**src/common/phn_pkg.sv**
```systemverilog
// Constants shared by the next-page and interrupt-mask register bank.
// Assumes a 5-bit management register address and 16-bit register data.
package phn_pkg;

   localparam int ADDR_W = 5;
   localparam int DATA_W = 16;

   ////////////////////////////////////////////////////////////////////////////////
   // Register addresses
   localparam logic [ADDR_W-1:0] ADDR_NP_TX = 5'h07;
   localparam logic [ADDR_W-1:0] ADDR_IRQ_MASK = 5'h10;
   localparam logic [ADDR_W-1:0] ADDR_IRQ_STAT = 5'h11;
   localparam logic [ADDR_W-1:0] ADDR_CFG_10BT = 5'h1C;

   ////////////////////////////////////////////////////////////////////////////////
   // Next-page transmit word layout
   localparam int NP_MORE_BIT = 15;
   localparam int NP_ACK_BIT = 14;
   localparam int NP_MSG_BIT = 13;
   localparam int NP_ACK2_BIT = 12;
   localparam int NP_TOGGLE_BIT = 11;
   localparam int NP_CODE_MSB = 10;
   localparam int NP_CODE_W = 11;
   localparam logic [DATA_W-1:0] NP_RESET = 16'h2001;
   localparam logic [DATA_W-1:0] NP_WR_MASK = 16'hB7FF;

   ////////////////////////////////////////////////////////////////////////////////
   // Interrupt mask and status layout
   localparam int IRQ_CIM_BIT = 15;
   localparam int IRQ_LINK_BIT = 14;
   localparam int IRQ_DSCR_BIT = 13;
   localparam int IRQ_PEND_BIT = 12;
   localparam int IRQ_LSB = 12;
   localparam int IRQ_N = 4;
   localparam logic [DATA_W-1:0] IRQ_IMPL_MASK = 16'hF000;
   localparam logic [DATA_W-1:0] MASK_RESET = 16'h4000;

   ////////////////////////////////////////////////////////////////////////////////
   // 10BASE-T configuration register
   localparam int CFG_LEGACY_BIT = 0;
   localparam logic [DATA_W-1:0] CFG_RESET = 16'h0000;
   localparam logic [DATA_W-1:0] CFG_WR_MASK = 16'h0001;
   localparam logic [DATA_W-1:0] DATA_ZERO = 16'h0000;

   // Replace only the bits that software may write
   function automatic logic [DATA_W-1:0] phn_wr_merge(input logic [DATA_W-1:0] old_val,
                                                     input logic [DATA_W-1:0] new_val,
                                                     input logic [DATA_W-1:0] wmask);
      phn_wr_merge = (old_val & ~wmask) | (new_val & wmask);
   endfunction

endpackage

```
**src/hw/phn_np_word.sv**
```systemverilog
// Next-page transmit word: writable fields plus acknowledge and toggle.
// Assumes ack_set and page_done are one-cycle pulses on core_clk.
module phn_np_word (
   input wire logic core_clk,
   input wire logic resetn,
   input wire logic wr_en,
   input wire logic [phn_pkg::DATA_W-1:0] wr_data,
   input wire logic ack_set,
   input wire logic page_done,
   output logic [phn_pkg::DATA_W-1:0] word_r
);
   import phn_pkg::*;

   logic [DATA_W-1:0] word_nxt;

   always_comb begin
      word_nxt = word_r;
      if (wr_en) begin
         word_nxt = phn_wr_merge(word_r, wr_data, NP_WR_MASK);
      end
      // Each sent page flips the toggle and drops the old acknowledge
      if (page_done) begin
         word_nxt[NP_ACK_BIT] = 1'b0;
         word_nxt[NP_TOGGLE_BIT] = ~word_r[NP_TOGGLE_BIT];
      end
      // Set beats the clear from page_done
      if (ack_set) begin
         word_nxt[NP_ACK_BIT] = 1'b1;
      end
   end

   always_ff @(posedge core_clk or negedge resetn) begin
      if (!resetn) begin
         word_r <= NP_RESET;
      end else begin
         word_r <= word_nxt;
      end
   end

endmodule

```
**src/hw/phn_evt_capture.sv**
```systemverilog
// Sticky event flags with a per-bit clear.
// Assumes events are one-cycle pulses on core_clk.
module phn_evt_capture #(
   parameter int N = 4
) (
   input wire logic core_clk,
   input wire logic resetn,
   input wire logic [N-1:0] evt,
   input wire logic [N-1:0] clr,
   output logic [N-1:0] stat_r
);
   import phn_pkg::*;

   logic [N-1:0] stat_nxt;

   // An event in the clearing cycle survives
   always_comb begin
      stat_nxt = (stat_r & ~clr) | evt;
   end

   always_ff @(posedge core_clk or negedge resetn) begin
      if (!resetn) begin
         stat_r <= '0;
      end else begin
         stat_r <= stat_nxt;
      end
   end

endmodule

```
**src/hw/phn_regs.sv**
```systemverilog
// Next-page transmit word, interrupt mask, status and 10BASE-T config bank.
// Assumes all event and auto-negotiation inputs come from core_clk logic.
// Register access: plain strobes, read data one cycle after the read strobe.
//
// The address-and-strobe port was left to the implementer.

////////////////////////////////////////////////////////////////////////////////
// What this block does
// - Writable more-pages flag, bit 15, reset 0
// - Legacy mode ignores next-page and mask writes, disables mask
// - Read-only acknowledge, set on consistent partner data
// - Message-page flag bit 13, reset 1
// - Writable second acknowledge bit 12, reset 0
// - Read-only toggle bit 11 keeps exchange synced
// - Writable 11-bit code, reset null message
// - Set mask bit lets event assert interrupt
// - Masked events still recorded in status
// - Mask 15 enables carrier-monitor unstable interrupt
// - Mask 14 link change, reset 1
// - Mask 13 descrambler lock change, reset 0
// - Mask 12 premature end error, reset 0
// - Reading status clears all its bits
module phn_regs (
   input wire logic core_clk,
   input wire logic resetn,
   input wire logic [phn_pkg::ADDR_W-1:0] reg_addr,
   input wire logic [phn_pkg::DATA_W-1:0] reg_wdata,
   input wire logic reg_wr,
   input wire logic reg_rd,
   output logic [phn_pkg::DATA_W-1:0] reg_rdata,
   input wire logic an_ack_set,
   input wire logic an_page_done,
   output logic [phn_pkg::DATA_W-1:0] np_tx_word,
   input wire logic carrier_integrity_monitor_unstable,
   input wire logic link_up,
   input wire logic dscr_locked,
   input wire logic premature_end,
   output logic legacy_mode,
   output logic irq_n
);
   import phn_pkg::*;

   ////////////////////////////////////////////////////////////////////////////////
   // Address decode
   logic wr_np;
   logic wr_mask;
   logic wr_stat;
   logic wr_cfg;
   logic rd_stat;

   logic [DATA_W-1:0] mask_r;
   logic [DATA_W-1:0] mask_nxt;
   logic [DATA_W-1:0] cfg_r;
   logic [DATA_W-1:0] cfg_nxt;
   logic [DATA_W-1:0] mask_eff;
   logic [DATA_W-1:0] stat_word;
   logic [IRQ_N-1:0] stat_r;
   logic [IRQ_N-1:0] evt;
   logic [IRQ_N-1:0] clr;
   logic [DATA_W-1:0] rdata_r;
   logic [DATA_W-1:0] rdata_nxt;
   logic irq_n_r;
   logic irq_n_nxt;
   logic link_prev_r;
   logic dscr_prev_r;
   logic primed_r;
   logic link_prev_nxt;
   logic dscr_prev_nxt;
   logic primed_nxt;
   logic link_chg;
   logic dscr_chg;
   logic legacy;

   assign legacy = cfg_r[CFG_LEGACY_BIT];

   always_comb begin
      wr_np = reg_wr && (reg_addr == ADDR_NP_TX) && !legacy;
      wr_mask = reg_wr && (reg_addr == ADDR_IRQ_MASK) && !legacy;
      wr_stat = reg_wr && (reg_addr == ADDR_IRQ_STAT);
      wr_cfg = reg_wr && (reg_addr == ADDR_CFG_10BT);
      rd_stat = reg_rd && (reg_addr == ADDR_IRQ_STAT);
   end

   ////////////////////////////////////////////////////////////////////////////////
   // Next-page transmit word
   phn_np_word i_phn_np_word (
      .core_clk(core_clk),
      .resetn(resetn),
      .wr_en(wr_np),
      .wr_data(reg_wdata),
      .ack_set(an_ack_set),
      .page_done(an_page_done),
      .word_r(np_tx_word)
   );

   ////////////////////////////////////////////////////////////////////////////////
   // Mask and configuration registers
   always_comb begin
      mask_nxt = mask_r;
      cfg_nxt = cfg_r;
      if (wr_mask) begin
         mask_nxt = phn_wr_merge(mask_r, reg_wdata, IRQ_IMPL_MASK);
      end
      if (wr_cfg) begin
         cfg_nxt = phn_wr_merge(cfg_r, reg_wdata, CFG_WR_MASK);
      end
   end

   always_ff @(posedge core_clk or negedge resetn) begin
      if (!resetn) begin
         mask_r <= MASK_RESET;
         cfg_r <= CFG_RESET;
      end else begin
         mask_r <= mask_nxt;
         cfg_r <= cfg_nxt;
      end
   end

   // Stored mask is kept so leaving legacy mode restores it
   always_comb begin
      mask_eff = legacy ? DATA_ZERO : mask_r;
   end

   ////////////////////////////////////////////////////////////////////////////////
   // Event detection
   // Level changes are only trusted once a previous sample exists
   always_comb begin
      link_prev_nxt = link_up;
      dscr_prev_nxt = dscr_locked;
      primed_nxt = 1'b1;
      link_chg = primed_r && (link_up != link_prev_r);
      dscr_chg = primed_r && (dscr_locked != dscr_prev_r);
   end

   always_ff @(posedge core_clk or negedge resetn) begin
      if (!resetn) begin
         link_prev_r <= 1'b0;
         dscr_prev_r <= 1'b0;
         primed_r <= 1'b0;
      end else begin
         link_prev_r <= link_prev_nxt;
         dscr_prev_r <= dscr_prev_nxt;
         primed_r <= primed_nxt;
      end
   end

   // Status records every event whatever the mask says
   always_comb begin
      evt[IRQ_CIM_BIT-IRQ_LSB] = carrier_integrity_monitor_unstable;
      evt[IRQ_LINK_BIT-IRQ_LSB] = link_chg;
      evt[IRQ_DSCR_BIT-IRQ_LSB] = dscr_chg;
      evt[IRQ_PEND_BIT-IRQ_LSB] = premature_end;
      clr = '0;
      if (rd_stat) begin
         clr = '1;
      end else if (wr_stat) begin
         clr = reg_wdata[DATA_W-1:IRQ_LSB];
      end
   end

   phn_evt_capture #(
      .N(IRQ_N)
   ) i_phn_evt_capture (
      .core_clk(core_clk),
      .resetn(resetn),
      .evt(evt),
      .clr(clr),
      .stat_r(stat_r)
   );

   always_comb begin
      stat_word = {stat_r, {IRQ_LSB{1'b0}}};
   end

   ////////////////////////////////////////////////////////////////////////////////
   // Read data and interrupt pin
   always_comb begin
      rdata_nxt = DATA_ZERO;
      if (reg_rd) begin
         case (reg_addr)
            ADDR_NP_TX: rdata_nxt = np_tx_word;
            ADDR_IRQ_MASK: rdata_nxt = mask_r;
            ADDR_IRQ_STAT: rdata_nxt = stat_word;
            ADDR_CFG_10BT: rdata_nxt = cfg_r;
            default: rdata_nxt = DATA_ZERO;
         endcase
      end
      irq_n_nxt = ~|(stat_word & mask_eff);
   end

   always_ff @(posedge core_clk or negedge resetn) begin
      if (!resetn) begin
         rdata_r <= DATA_ZERO;
         irq_n_r <= 1'b1;
      end else begin
         rdata_r <= rdata_nxt;
         irq_n_r <= irq_n_nxt;
      end
   end

   assign reg_rdata = rdata_r;
   assign irq_n = irq_n_r;
   assign legacy_mode = cfg_r[CFG_LEGACY_BIT];
endmodule

```
**config.mk**
```make
export PLATFORM = sky130hd
export DESIGN_NAME = phn_regs
export DESIGN_NICKNAME = d
export VERILOG_FILES = /design/src/common/phn_pkg.sv /design/src/hw/phn_np_word.sv /design/src/hw/phn_evt_capture.sv /design/src/hw/phn_regs.sv
export SDC_FILE = /design/constraint.sdc
export NUM_CORES = 1
export LEC_CHECK = 0
export BUFFER_PORTS_ARGS = -buffer_cell sky130_fd_sc_hd__buf_2
export CORE_MARGIN = 1.5
export CORE_UTILIZATION = 42
export DETAILED_ROUTE_END_ITERATION = 8
export PLACE_DENSITY_LB_ADDON = 0.05
export REMOVE_ABC_BUFFERS = 1
export SLEW_MARGIN = 5
export SYNTH_ARGS = -nofsm -noshare
export SYNTH_HDL_FRONTEND = slang
export SYNTH_SLANG_ARGS = --single-unit
```
**constraint.sdc**
```tcl
create_clock -name core_clk -period 3.26 [get_ports core_clk]
set_input_delay 0.163 -clock core_clk [delete_from_list [all_inputs] [get_ports core_clk]]
set_output_delay 0.163 -clock core_clk [all_outputs]
set_load 0.01 [all_outputs]
```
Word-level counts from Yosys, hierarchy flattened
Cells that the tools add are included.

Register bits: 72. Output and inout bits: 34.

Eq/ne operators: 6. Mux-type cells: 9. Bitwise logic cells: 8. Reductions and logical operators: 14.

Operators with widths (count): 16-bit one-hot mux with 4 select lines (1); 16-bit 2-to-1 mux (2); 16-bit AND (1); 12-bit by 16-bit bitwise OR with 16-bit output (1); 15-bit by 16-bit bitwise OR with 16-bit output (1); 16-bit by 1-bit bitwise OR with 16-bit output (1); 16-bit OR reduction (1); 5-bit equality test, second input constant (3); 15-bit 2-to-1 mux (1); 1-bit logical AND (9); 4-bit 2-to-1 mux (2); 5-bit by 3-bit equality test with 1-bit output, second input constant (1); 4-bit AND (1); 4-bit inverter (1); 4-bit bitwise OR (1); 1-bit 2-to-1 mux (3); 3-bit nonzero test (1); 1-bit zero test (2); 1-bit != test (2); 2-bit nonzero test (1); 1-bit inverter (1).

Longest topological paths before layout
Gate-level depths: netlist of the first run.

Word-level depth: 7. Mapped depth: 6. Depth with buffers taken out: 3.

Cells and area by module
A second synthesis of the first run with hierarchy kept.

Cells, all modules: 138. Area total of the unflattened synthesis: 1839.3 um2.

By module, submodules not included: phn_regs (instances 1, cells each 92, area an instance 1102.3 um2, sequential area each 628.1 um2); phn_np_word (instances 1, cells each 34, area an instance 591.8 um2, sequential area each 402.9 um2); phn_evt_capture (instances 1, cells each 12, area an instance 145.1 um2, sequential area each 100.1 um2).

Least setup slack after synthesis of the first run
OpenSTA, ideal clock, no wires.

Kind: register to register. Start: register cfg_r[0]. End: register i_phn_np_word.word_r[10] (netlist name). Setup time: 0.125 ns. Data arrival time: 1.303 ns. Data required time: 3.135 ns. Setup slack: 1.832 ns. Stages on the path, launching flop included: 5. Path buffers: 2. Path through: dfrtp_1 > nor4bb_4 > buf_6 > buf_12 > mux2_4.

Longest elaborated chain between the ends: 2.

Ends and longest elaborated chain: start, declared (line phn_regs.sv:53) `logic [DATA_W-1:0] cfg_r;`; start signal, assigned (line phn_regs.sv:115) `cfg_r <= cfg_nxt;`; 1-bit zero test (line phn_regs.sv:77) `wr_np = reg_wr && (reg_addr == ADDR_NP_TX) && !legacy;`; 1-bit logical AND (line phn_regs.sv:77); end signal, assigned (line phn_np_word.sv:36) `word_r <= word_nxt;`; end, declared (line phn_np_word.sv:10) `output logic [phn_pkg::DATA_W-1:0] word_r`.

Every way passes these cells. A chain may end at the register's enable or synchronous reset.

Final worst setup path of the first run
Start: register cfg_r[0]. End: register i_phn_np_word.word_r[1] (netlist name).

Same word-level chain as after synthesis.

==> results of run 1 <==
synthesized netlist by cell type, drive strengths merged (2+ instances only):
library cell | instances | area, um^2
dfstp | 4 | 105
a21oi | 4 | 20.0
nand2 | 4 | 15.0
dfrtp | 41 | 1030
mux2 | 19 | 251
nor2b | 2 | 12.5
and3 | 11 | 68.8
o31ai | 4 | 30.0
a21o | 2 | 15.0
nand2b | 3 | 18.8
xor2 | 3 | 26.3
nand3 | 15 | 75.1
nor2 | 2 | 7.51
clkbuf | 3 | 11.3
buf | 3 | 42.5
inv | 2 | 7.51
a22oi | 3 | 22.5
a32oi | 4 | 35.0
registers in the layout, indices dropped and copies added (netlist names):
signal	flops
dscr_prev_r	1
primed_r	1
irq_n	1
cfg_r	1
reg_rdata	16
i_phn_np_word.word_r	16
mask_r	4
i_phn_evt_capture.stat_r	4
link_prev_r	1
layout make-up:
type / instances / area, um^2
fill: 396 / 2010
sequential: 45 / 1130
multi-input combinational: 86 / 697
timing repair buffer: 66 / 343
clock buffer: 6 / 82.6
tap: 52 / 65.1
clock inverter: 2 / 13.8
inverter: 2 / 7.51
logic make-up after synthesis:
kind of cell              Yosys count  share of synthesized area [%]
DFF                                45                           59.9
and+or+nand+nor                    45                           15.1
muxes                              19                           13.3
AOI/OAI and AO/OA                  18                           6.89
buffers and inverters               8                           3.25
xor gates and xnor gates            3                           1.39
other                               1                          0.198
worst max-delay path, stage by stage, from the launching register on:
cell and delay [ps]:
dfrtp_1 460, nor4bb_4 270, buf_4 310, mux2_2 360
power breakdown:
group,internal [mW],switching (mW)
clock network,0.172,0.181
logic,0.113,0.0956
registers,0.628,0.0482
total,0.913,0.325
stage by stage:
| stage | utilization, % | hold WS [ps] | std cells | area (um^2) |
|---|---|---|---|---|
| 2_1_floorplan | - | -133 | 133 | 1840 |
| 4_1_cts | 53.7 | 28.8 | 259 | 2340 |
| 5_1_grt | 53.7 | 50.0 | 259 | 2340 |
| 6_report | 53.7 | 16.6 | 259 | 2340 |
| 3_5_place_dp | 51.1 | 302 | 249 | 2220 |
| 3_3_place_gp | 51.1 | 297 | 249 | 2220 |
layer usage:
| metal | vias up | routed length (um) |
|---|---|---|
| li1 | 638 | - |
| met1 | 651 | 1730 |
| met2 | 47 | 1810 |
| met3 | 4 | 265 |
| met4 | 0 | 42 |
| met5 | - | 0 |
what timing repair did:
action,CTS,global route
endpoints found under the hold margin,2,0
setup endpoints to repair,0,0
hold buffers,2,0
path summary, 6_finish.rpt:
kind	startpoint	to	depth (start not counted)
setup / recovery	cfg_r[0]	i_phn_np_word.word_r[1]	3
max in group asynchronous	resetn	i_phn_evt_capture.stat_r[0]	1
hold / removal	resetn	reg_rdata[15]	1
hold reg to reg	primed_r	i_phn_evt_capture.stat_r[2]	2
min in group core_clk	an_ack_set	i_phn_np_word.word_r[14]	2
setup reg to reg	cfg_r[0]	i_phn_np_word.word_r[1]	3
==> results.sh, run 1 <==
export IMPL_cp_required_ps=3440
export IMPL_fp_dieW_um=70.1
export IMPL_synthArstFlopShare_pct=100
export IMPL_rows=24
export IMPL_worst_slack_ps=1740
export IMPL_syn2layout_area_growth_pct=23.8
export IMPL_ios=65
export IMPL_cp_data_arrival_time_ps=1700
export IMPL_drc=0
export IMPL_ys_seq_area_share_pct=59.9
export IMPL_grt_met2_usage_pct=27.4
export IMPL_diodes=0
export IMPL_p_total_mw=1.24
export IMPL_nets=237
export IMPL_status="finished clean"
export IMPL_yosysWarningCount=0
export IMPL_met3_usage_pct=6.20
export IMPL_clock_latency_ps=290
export IMPL_synth_edf_count=0
export IMPL_dieArea_um2=4910
export IMPL_cts_setup_buffers=0
export IMPL_rrSetupSlack_ps=1740
export IMPL_worst_pin_slew_ps=969
export IMPL_worstHoldPathType="input pin to async pin"
export IMPL_mostFrequentLayoutCells="buf_2, dfrtp_1, nand3_1, and3_1, mux2_4"
export IMPL_initial_core_util_pct=43.4
export IMPL_p_leak_nw=1.20
export IMPL_wirelength_um=3850
export IMPL_grtUsageTotal_pct=17.2
export IMPL_dr_pass1_iters=4
export IMPL_hpwl_um=2760
export IMPL_syn_area_um2=1890
export IMPL_grt_start_max_net_pins=46
export IMPL_rsz0062_at_grt="false"
export IMPL_setup_viol=0
export IMPL_root_buffer="clkbuf_8"
export IMPL_min_period_ps=1520
export IMPL_num_vias=1340
export IMPL_grt_overflow=0
export IMPL_worst_setup_path_type="register to register"
export IMPL_start_kind="register"
export IMPL_ys_seq_elements=45
export IMPL_place_gp_congestion=0.809
export IMPL_portBuffers=63
export IMPL_top_usage_layer="met2"
export IMPL_fp_dieH_um=70.1
export IMPL_antenna_found_initial=0
export IMPL_endpoint_kind="register"
export IMPL_cts_sinks=45
export IMPL_grt_pass1_vias=1392
export IMPL_fin_tns_setup_ps=0
export IMPL_cts_resized=0
export IMPL_fmax_mhz=656
export IMPL_met1_usage_pct=21.9
export IMPL_cp_max_fo=14
export IMPL_core_um2=4350
export IMPL_drv_slew=0
export IMPL_pre_cts_ws_ps=1510
export IMPL_ys_flop_type="dfrtp_1"
export IMPL_hold_viol=0
export IMPL_max_slew_margin_pct=35.4
export IMPL_final_common_cell="buf_2"
export IMPL_ant_nets=0
export IMPL_grt_pass1_wl_um=6600
export IMPL_finalClockSkew_ps=6.19
export IMPL_cts_tree="done"
export IMPL_path_clk_slew_ps=80
export IMPL_syn_avg_cell_area_um2=13.6
export IMPL_drive_gt1_share_pct=47.8
export IMPL_peakVddDrop_v=0.000254
export IMPL_cts_made_buffers=5
export IMPL_htree_levels=2
export IMPL_period_share_pct=46.7
export IMPL_powerDensity_nw_per_um2=529
export IMPL_drv_cap=0
export IMPL_clockBufferDepth=2
export IMPL_synth_cells=139
export IMPL_avgViaCountPerCell=5.17
export IMPL_drt_initial_drc_count=131
export IMPL_wl_per_cell_um=14.9
export IMPL_synth_distinct_cells=30
No activity file was read; power rests on OpenSTA's default activity.
==> run 2: changes to the inputs <==
==> constraint.sdc (replaced) <==
create_clock -name core_clk -period 1.6 [get_ports core_clk]
set_input_delay 0.08 -clock core_clk [delete_from_list [all_inputs] [get_ports core_clk]]
set_output_delay 0.08 -clock core_clk [all_outputs]
set_load 0.01 [all_outputs]
==> results.sh, run 2 (synthesis gave the netlist of run 1 again) <==
export IMPL_worst_setup_path_type="register to register"
export IMPL_worstHoldPathType="input pin to register"
export IMPL_cts_tree="done"
export IMPL_path_clk_slew_ps=80
export IMPL_reg2reg_depth=3
export IMPL_min_period_ps=1390
export IMPL_p_int_mw=2.04
export IMPL_wl_per_cell_um=14.8
export IMPL_endpoint_kind="register"
export IMPL_nets=248
export IMPL_p_leak_nw=1.26
export IMPL_hold_viol=0
export IMPL_rows=24
export IMPL_hpwl_um=2820
export IMPL_powerDensity_nw_per_um2=1100
export IMPL_cp_required_ps=1780
export IMPL_ios=65
export IMPL_cp_max_fo=14
export IMPL_fp_dieW_um=70.1
export IMPL_cts_setup_buffers=0
export IMPL_period_share_pct=87.1
export IMPL_core_um2=4350
export IMPL_portBuffers=63
export IMPL_drt_initial_drc_count=92
export IMPL_drv_slew=0
export IMPL_finalClockSkew_ps=3.83
export IMPL_rrSetupSlack_ps=210
export IMPL_syn2layout_area_growth_pct=31.7
export IMPL_dr_pass1_iters=5
export IMPL_htree_levels=2
export IMPL_num_vias=1388
export IMPL_clock_latency_ps=290
export IMPL_p_total_mw=2.73
export IMPL_fmax_mhz=717
export IMPL_drive_gt1_share_pct=47.2
export IMPL_grt_overflow=0
export IMPL_power_frac_seq_pct=50.3
export IMPL_avgViaCountPerCell=5.14
export IMPL_fp_dieH_um=70.1
export IMPL_clockBufferDepth=2
export IMPL_dieArea_um2=4910
export IMPL_regToRegStartpoint="cfg_r[0]"
export IMPL_final_util_pct=57.2
export IMPL_swShare_pct=25.2
export IMPL_hp_start="reg_wdata[8]"
export IMPL_mostFrequentLayoutCells="buf_2, dfrtp_1, nand3_1, and3_1, mux2_4"
export IMPL_grt_pass1_wl_um=6690
export IMPL_drv_cap=0
export IMPL_cp_data_arrival_time_ps=1580
export IMPL_startpoint="cfg_r[0]"
export IMPL_start_kind="register"
export IMPL_drc=0
export IMPL_ant_nets=0
export IMPL_wirelength_um=4000
export IMPL_antenna_found_initial=0
export IMPL_peakVddDrop_v=0.000675
export IMPL_clock_power_share_pct=32.8
export IMPL_power_frac_comb_pct=16.9
export IMPL_setup_viol=0
export IMPL_grt_pass1_vias=1372
export IMPL_diodes=0
export IMPL_r2r_end="i_phn_np_word.word_r[2]"
export IMPL_grt_start_max_net_pins=46
export IMPL_netSwitchingPower_uw=688
export IMPL_status="finished clean"
export IMPL_cp_endpoint="i_phn_np_word.word_r[2]"
export IMPL_cts_sinks=45
export IMPL_initial_core_util_pct=43.4
export IMPL_rsz0062_at_grt="false"
export IMPL_place_gp_congestion=0.873
export IMPL_grtUsageTotal_pct=17.5
export IMPL_n_fill_cell=386
export IMPL_final_common_cell="buf_2"
export IMPL_cts_made_buffers=5
export IMPL_root_buffer="clkbuf_8"
[run 2: changes by cell type in the layout (fill, tap and decap cells not counted), sizes merged]
cell / delta
clkinv: -2
clkinvlp: +1
buf: +4
dlygate4sd3: +7
bufinv: +1
[run 2: cell type report]
class / count / area [um^2] / area share (%)
clock buffer: 6 / 82.6 / 3.32
clock inverter: 2 / 37.5 / 1.51
inverter: 2 / 7.51 / 0.302
multi-input combinational: 86 / 697 / 28.0
sequential: 45 / 1130 / 45.4
tap: 52 / 65.1 / 2.61
timing repair buffer: 77 / 468 / 18.8
[run 2: stage by stage]
stage	worst slack, ps	area [um^2]	setup TNS (ps)	std cells	hold slack [ps]
floorplan	-219	1840	-2380	133	-216
global route	129	2490	0	270	3.90
finish	206	2490	0	270	10.6
global placement	175	2280	0	253	72.9
detailed placement	150	2280	0	253	79.7
CTS	201	2470	0	268	1.80
[run 2: worst min path at each step]
stage                                    to  slack, ps  depth (start not counted)
finish              i_phn_np_word.word_r[8]         10                          2
global route        i_phn_np_word.word_r[6]          4                          2
CTS                 i_phn_np_word.word_r[9]          2                          2
detailed placement            reg_rdata[14]         80                          2
global placement              reg_rdata[15]         70                          2
floorplan                          cfg_r[0]       -220                          0
[run 2: critical path, cell delays in order (launching register included)]
cell and delay, ps:
dfrtp_1 410, nor4bb_4 320, buf_12 200, mux2_2 340
[run 2: metal layers]
metal  up-vias  part of all wire [%]  track usage (%)
li1        659                     -                -
met1       674                    45             23.7
met2        51                    48             26.8
met3         4                   5.9             6.06
met4         0                   1.1             5.13
met5         -                     0                0
[run 2: repair_timing]
action	4_1_cts	5_1_grt
setup endpoints to repair	0	0
hold buffers	7	2
hold endpoints to repair	50	2
resized for setup	0	0
[run 2: power by group through the flow]
stage               clock network, mW  logic (mW)  registers [mW]
detailed placement                  0       0.450            1.40
CTS                             0.919       0.466            1.37
global route                    0.964       0.504            1.39
finish                          0.897       0.462            1.37
floorplan                           0       0.178            1.43
global placement                    0       0.443            1.39
==> run 3: changes to the inputs <==
--- a/config.mk
+++ b/config.mk
@@ -9,7 +9,7 @@
 export CORE_MARGIN = 1.5
 export CORE_UTILIZATION = 42
 export DETAILED_ROUTE_END_ITERATION = 8
-export PLACE_DENSITY_LB_ADDON = 0.05
+export PLACE_DENSITY = 0.72
 export REMOVE_ABC_BUFFERS = 1
 export SLEW_MARGIN = 5
 export SYNTH_ARGS = -nofsm -noshare
==> results.sh, run 3 (synthesis gave the netlist of run 1 again) <==
export IMPL_num_vias=1375
export IMPL_setup_viol=0
export IMPL_core_um2=4350
export IMPL_fp_dieH_um=70.1
export IMPL_final_util_pct=57.4
export IMPL_critPathMaxStageDelay_ps=410
export IMPL_drive_gt1_share_pct=47.5
export IMPL_cts_made_buffers=5
export IMPL_max_slew_margin_pct=65.9
export IMPL_nets=251
export IMPL_grt_overflow=0
export IMPL_final_common_cell="buf_2"
export IMPL_place_gp_congestion=0.903
export IMPL_rrSetupSlack_ps=180
export IMPL_regToRegStartpoint="cfg_r[0]"
export IMPL_path_buf_inv=1
export IMPL_cts_resized=0
export IMPL_endpoint_kind="register"
export IMPL_cp_top_family="flip-flops"
export IMPL_hold_path_depth=2
export IMPL_ant_nets=0
export IMPL_status="finished clean"
export IMPL_r2r_end="i_phn_np_word.word_r[2]"
export IMPL_ios=65
export IMPL_drc=0
export IMPL_drv_cap=0
export IMPL_cp_required_ps=1790
export IMPL_cts_setup_buffers=0
export IMPL_p_leak_nw=1.27
export IMPL_grt_start_max_net_pins=24
export IMPL_layoutNonFillerInstCount=273
export IMPL_drt_initial_drc_count=72
export IMPL_reg2reg_depth=3
export IMPL_hold_viol=0
export IMPL_grt_pass1_vias=1381
export IMPL_wl_per_cell_um=15.0
export IMPL_mostFrequentLayoutCells="buf_2, dfrtp_1, nand3_1, and3_1"
export IMPL_hp_start="reg_wdata[8]"
export IMPL_period_share_pct=88.5
export IMPL_htree_levels=2
export IMPL_avgViaCountPerCell=5.04
export IMPL_path_clk_slew_ps=90
export IMPL_cp_data_arrival_time_ps=1610
export IMPL_initial_core_util_pct=43.4
export IMPL_fin_tns_setup_ps=0
export IMPL_finalClockSkew_ps=12.8
export IMPL_rows=24
export IMPL_worst_setup_path_type="register to register"
export IMPL_final_hold_worst_slack_ps=6.31
export IMPL_rsz0062_at_grt="false"
export IMPL_start_kind="register"
export IMPL_portBuffers=63
export IMPL_diodes=0
export IMPL_clock_latency_ps=300
export IMPL_hold_path_end="i_phn_np_word.word_r[8]"
export IMPL_crit_chain="nor4bb_4 -> buf_12 -> mux2_2"
export IMPL_powerDensity_nw_per_um2=1090
export IMPL_hpwl_um=3060
export IMPL_fp_dieW_um=70.1
export IMPL_worstHoldPathType="input pin to register"
export IMPL_n_fill_cell=352
export IMPL_clockBufferDepth=2
export IMPL_dieArea_um2=4910
export IMPL_worst_pin_slew_ps=511
export IMPL_post_place_cells=255
export IMPL_peakVddDrop_v=0.000524
export IMPL_dr_pass1_iters=4
export IMPL_wirelength_um=4080
export IMPL_root_buffer="clkbuf_8"
export IMPL_antenna_found_initial=0
export IMPL_cts_tree="done"
export IMPL_drv_slew=0
export IMPL_cts_sinks=45
export IMPL_grtUsageTotal_pct=18.0
export IMPL_syn2layout_area_growth_pct=32.4
export IMPL_worst_path_max_delay_cell="dfrtp_1"
export IMPL_fmax_mhz=706
export IMPL_min_period_ps=1420
export IMPL_grt_pass1_wl_um=6780
export IMPL_cp_max_fo=11
## run 3: cell count changes in the layout (fill, tap and decap cells not counted)
cell,change
buf_4,+3
buf_12,-1
dlygate4sd3_1,+1
## run 3: timing repair
action,CTS,global route
endpoints found under the hold margin,24,2
endpoints found under the setup margin,0,0
hold buffers,8,2
## run 3: worst max-delay path by stage
stage / start / to / slack (ps) / cells past startpoint
floorplan: cfg_r[0] / i_phn_np_word.word_r[1] / -220 / 2
global placement: reg_addr[3] / i_phn_np_word.word_r[1] / 190 / 5
detailed placement: reg_addr[3] / i_phn_np_word.word_r[2] / 140 / 5
CTS: cfg_r[0] / i_phn_np_word.word_r[2] / 180 / 3
global route: cfg_r[0] / i_phn_np_word.word_r[2] / 130 / 3
finish: cfg_r[0] / i_phn_np_word.word_r[2] / 180 / 3
## run 3: worst register-to-register path: cells and delay by family, from the launching register on
family | cells | cell delay [ps]
flops | 1 | 410
simple gates | 1 | 360
mux | 1 | 340
buf+inv | 1 | 190
## run 3: cell type report
cell class / count / area [um^2] / area share, %
Clock buffer: 6 / 82.6 / 3.30
Tap cell: 52 / 65.1 / 2.60
Timing Repair Buffer: 80 / 480 / 19.2
Sequential cell: 45 / 1130 / 45.2
Clock inverter: 2 / 37.5 / 1.50
Multi-Input combinational cell: 86 / 697 / 27.9
Inverter: 2 / 7.51 / 0.300
## run 3: per-stage QoR
step	total power, mW	setup WS [ps]	area [um^2]
6_report	2.73	183	2500
5_1_grt	2.86	131	2500
4_1_cts	2.74	176	2480
3_5_place_dp	1.85	135	2280
3_3_place_gp	1.83	193	2280
2_1_floorplan	1.61	-219	1840
## run 3: where the power goes
group	internal [mW]	total, mW	switching (mW)
Clock	0.508	0.884	0.376
Combinational	0.254	0.462	0.207
Sequential	1.28	1.38	0.0999
Total	2.04	2.73	0.683
## run 3: routing by layer
metal / vias up / GRT usage, % / part of all wire [%]
met5: - / 0 / 0
met4: 0 / 6.84 / 1.5
met3: 5 / 4.62 / 3.4
met2: 32 / 29.9 / 53
met1: 673 / 22.4 / 42
li1: 665 / - / -
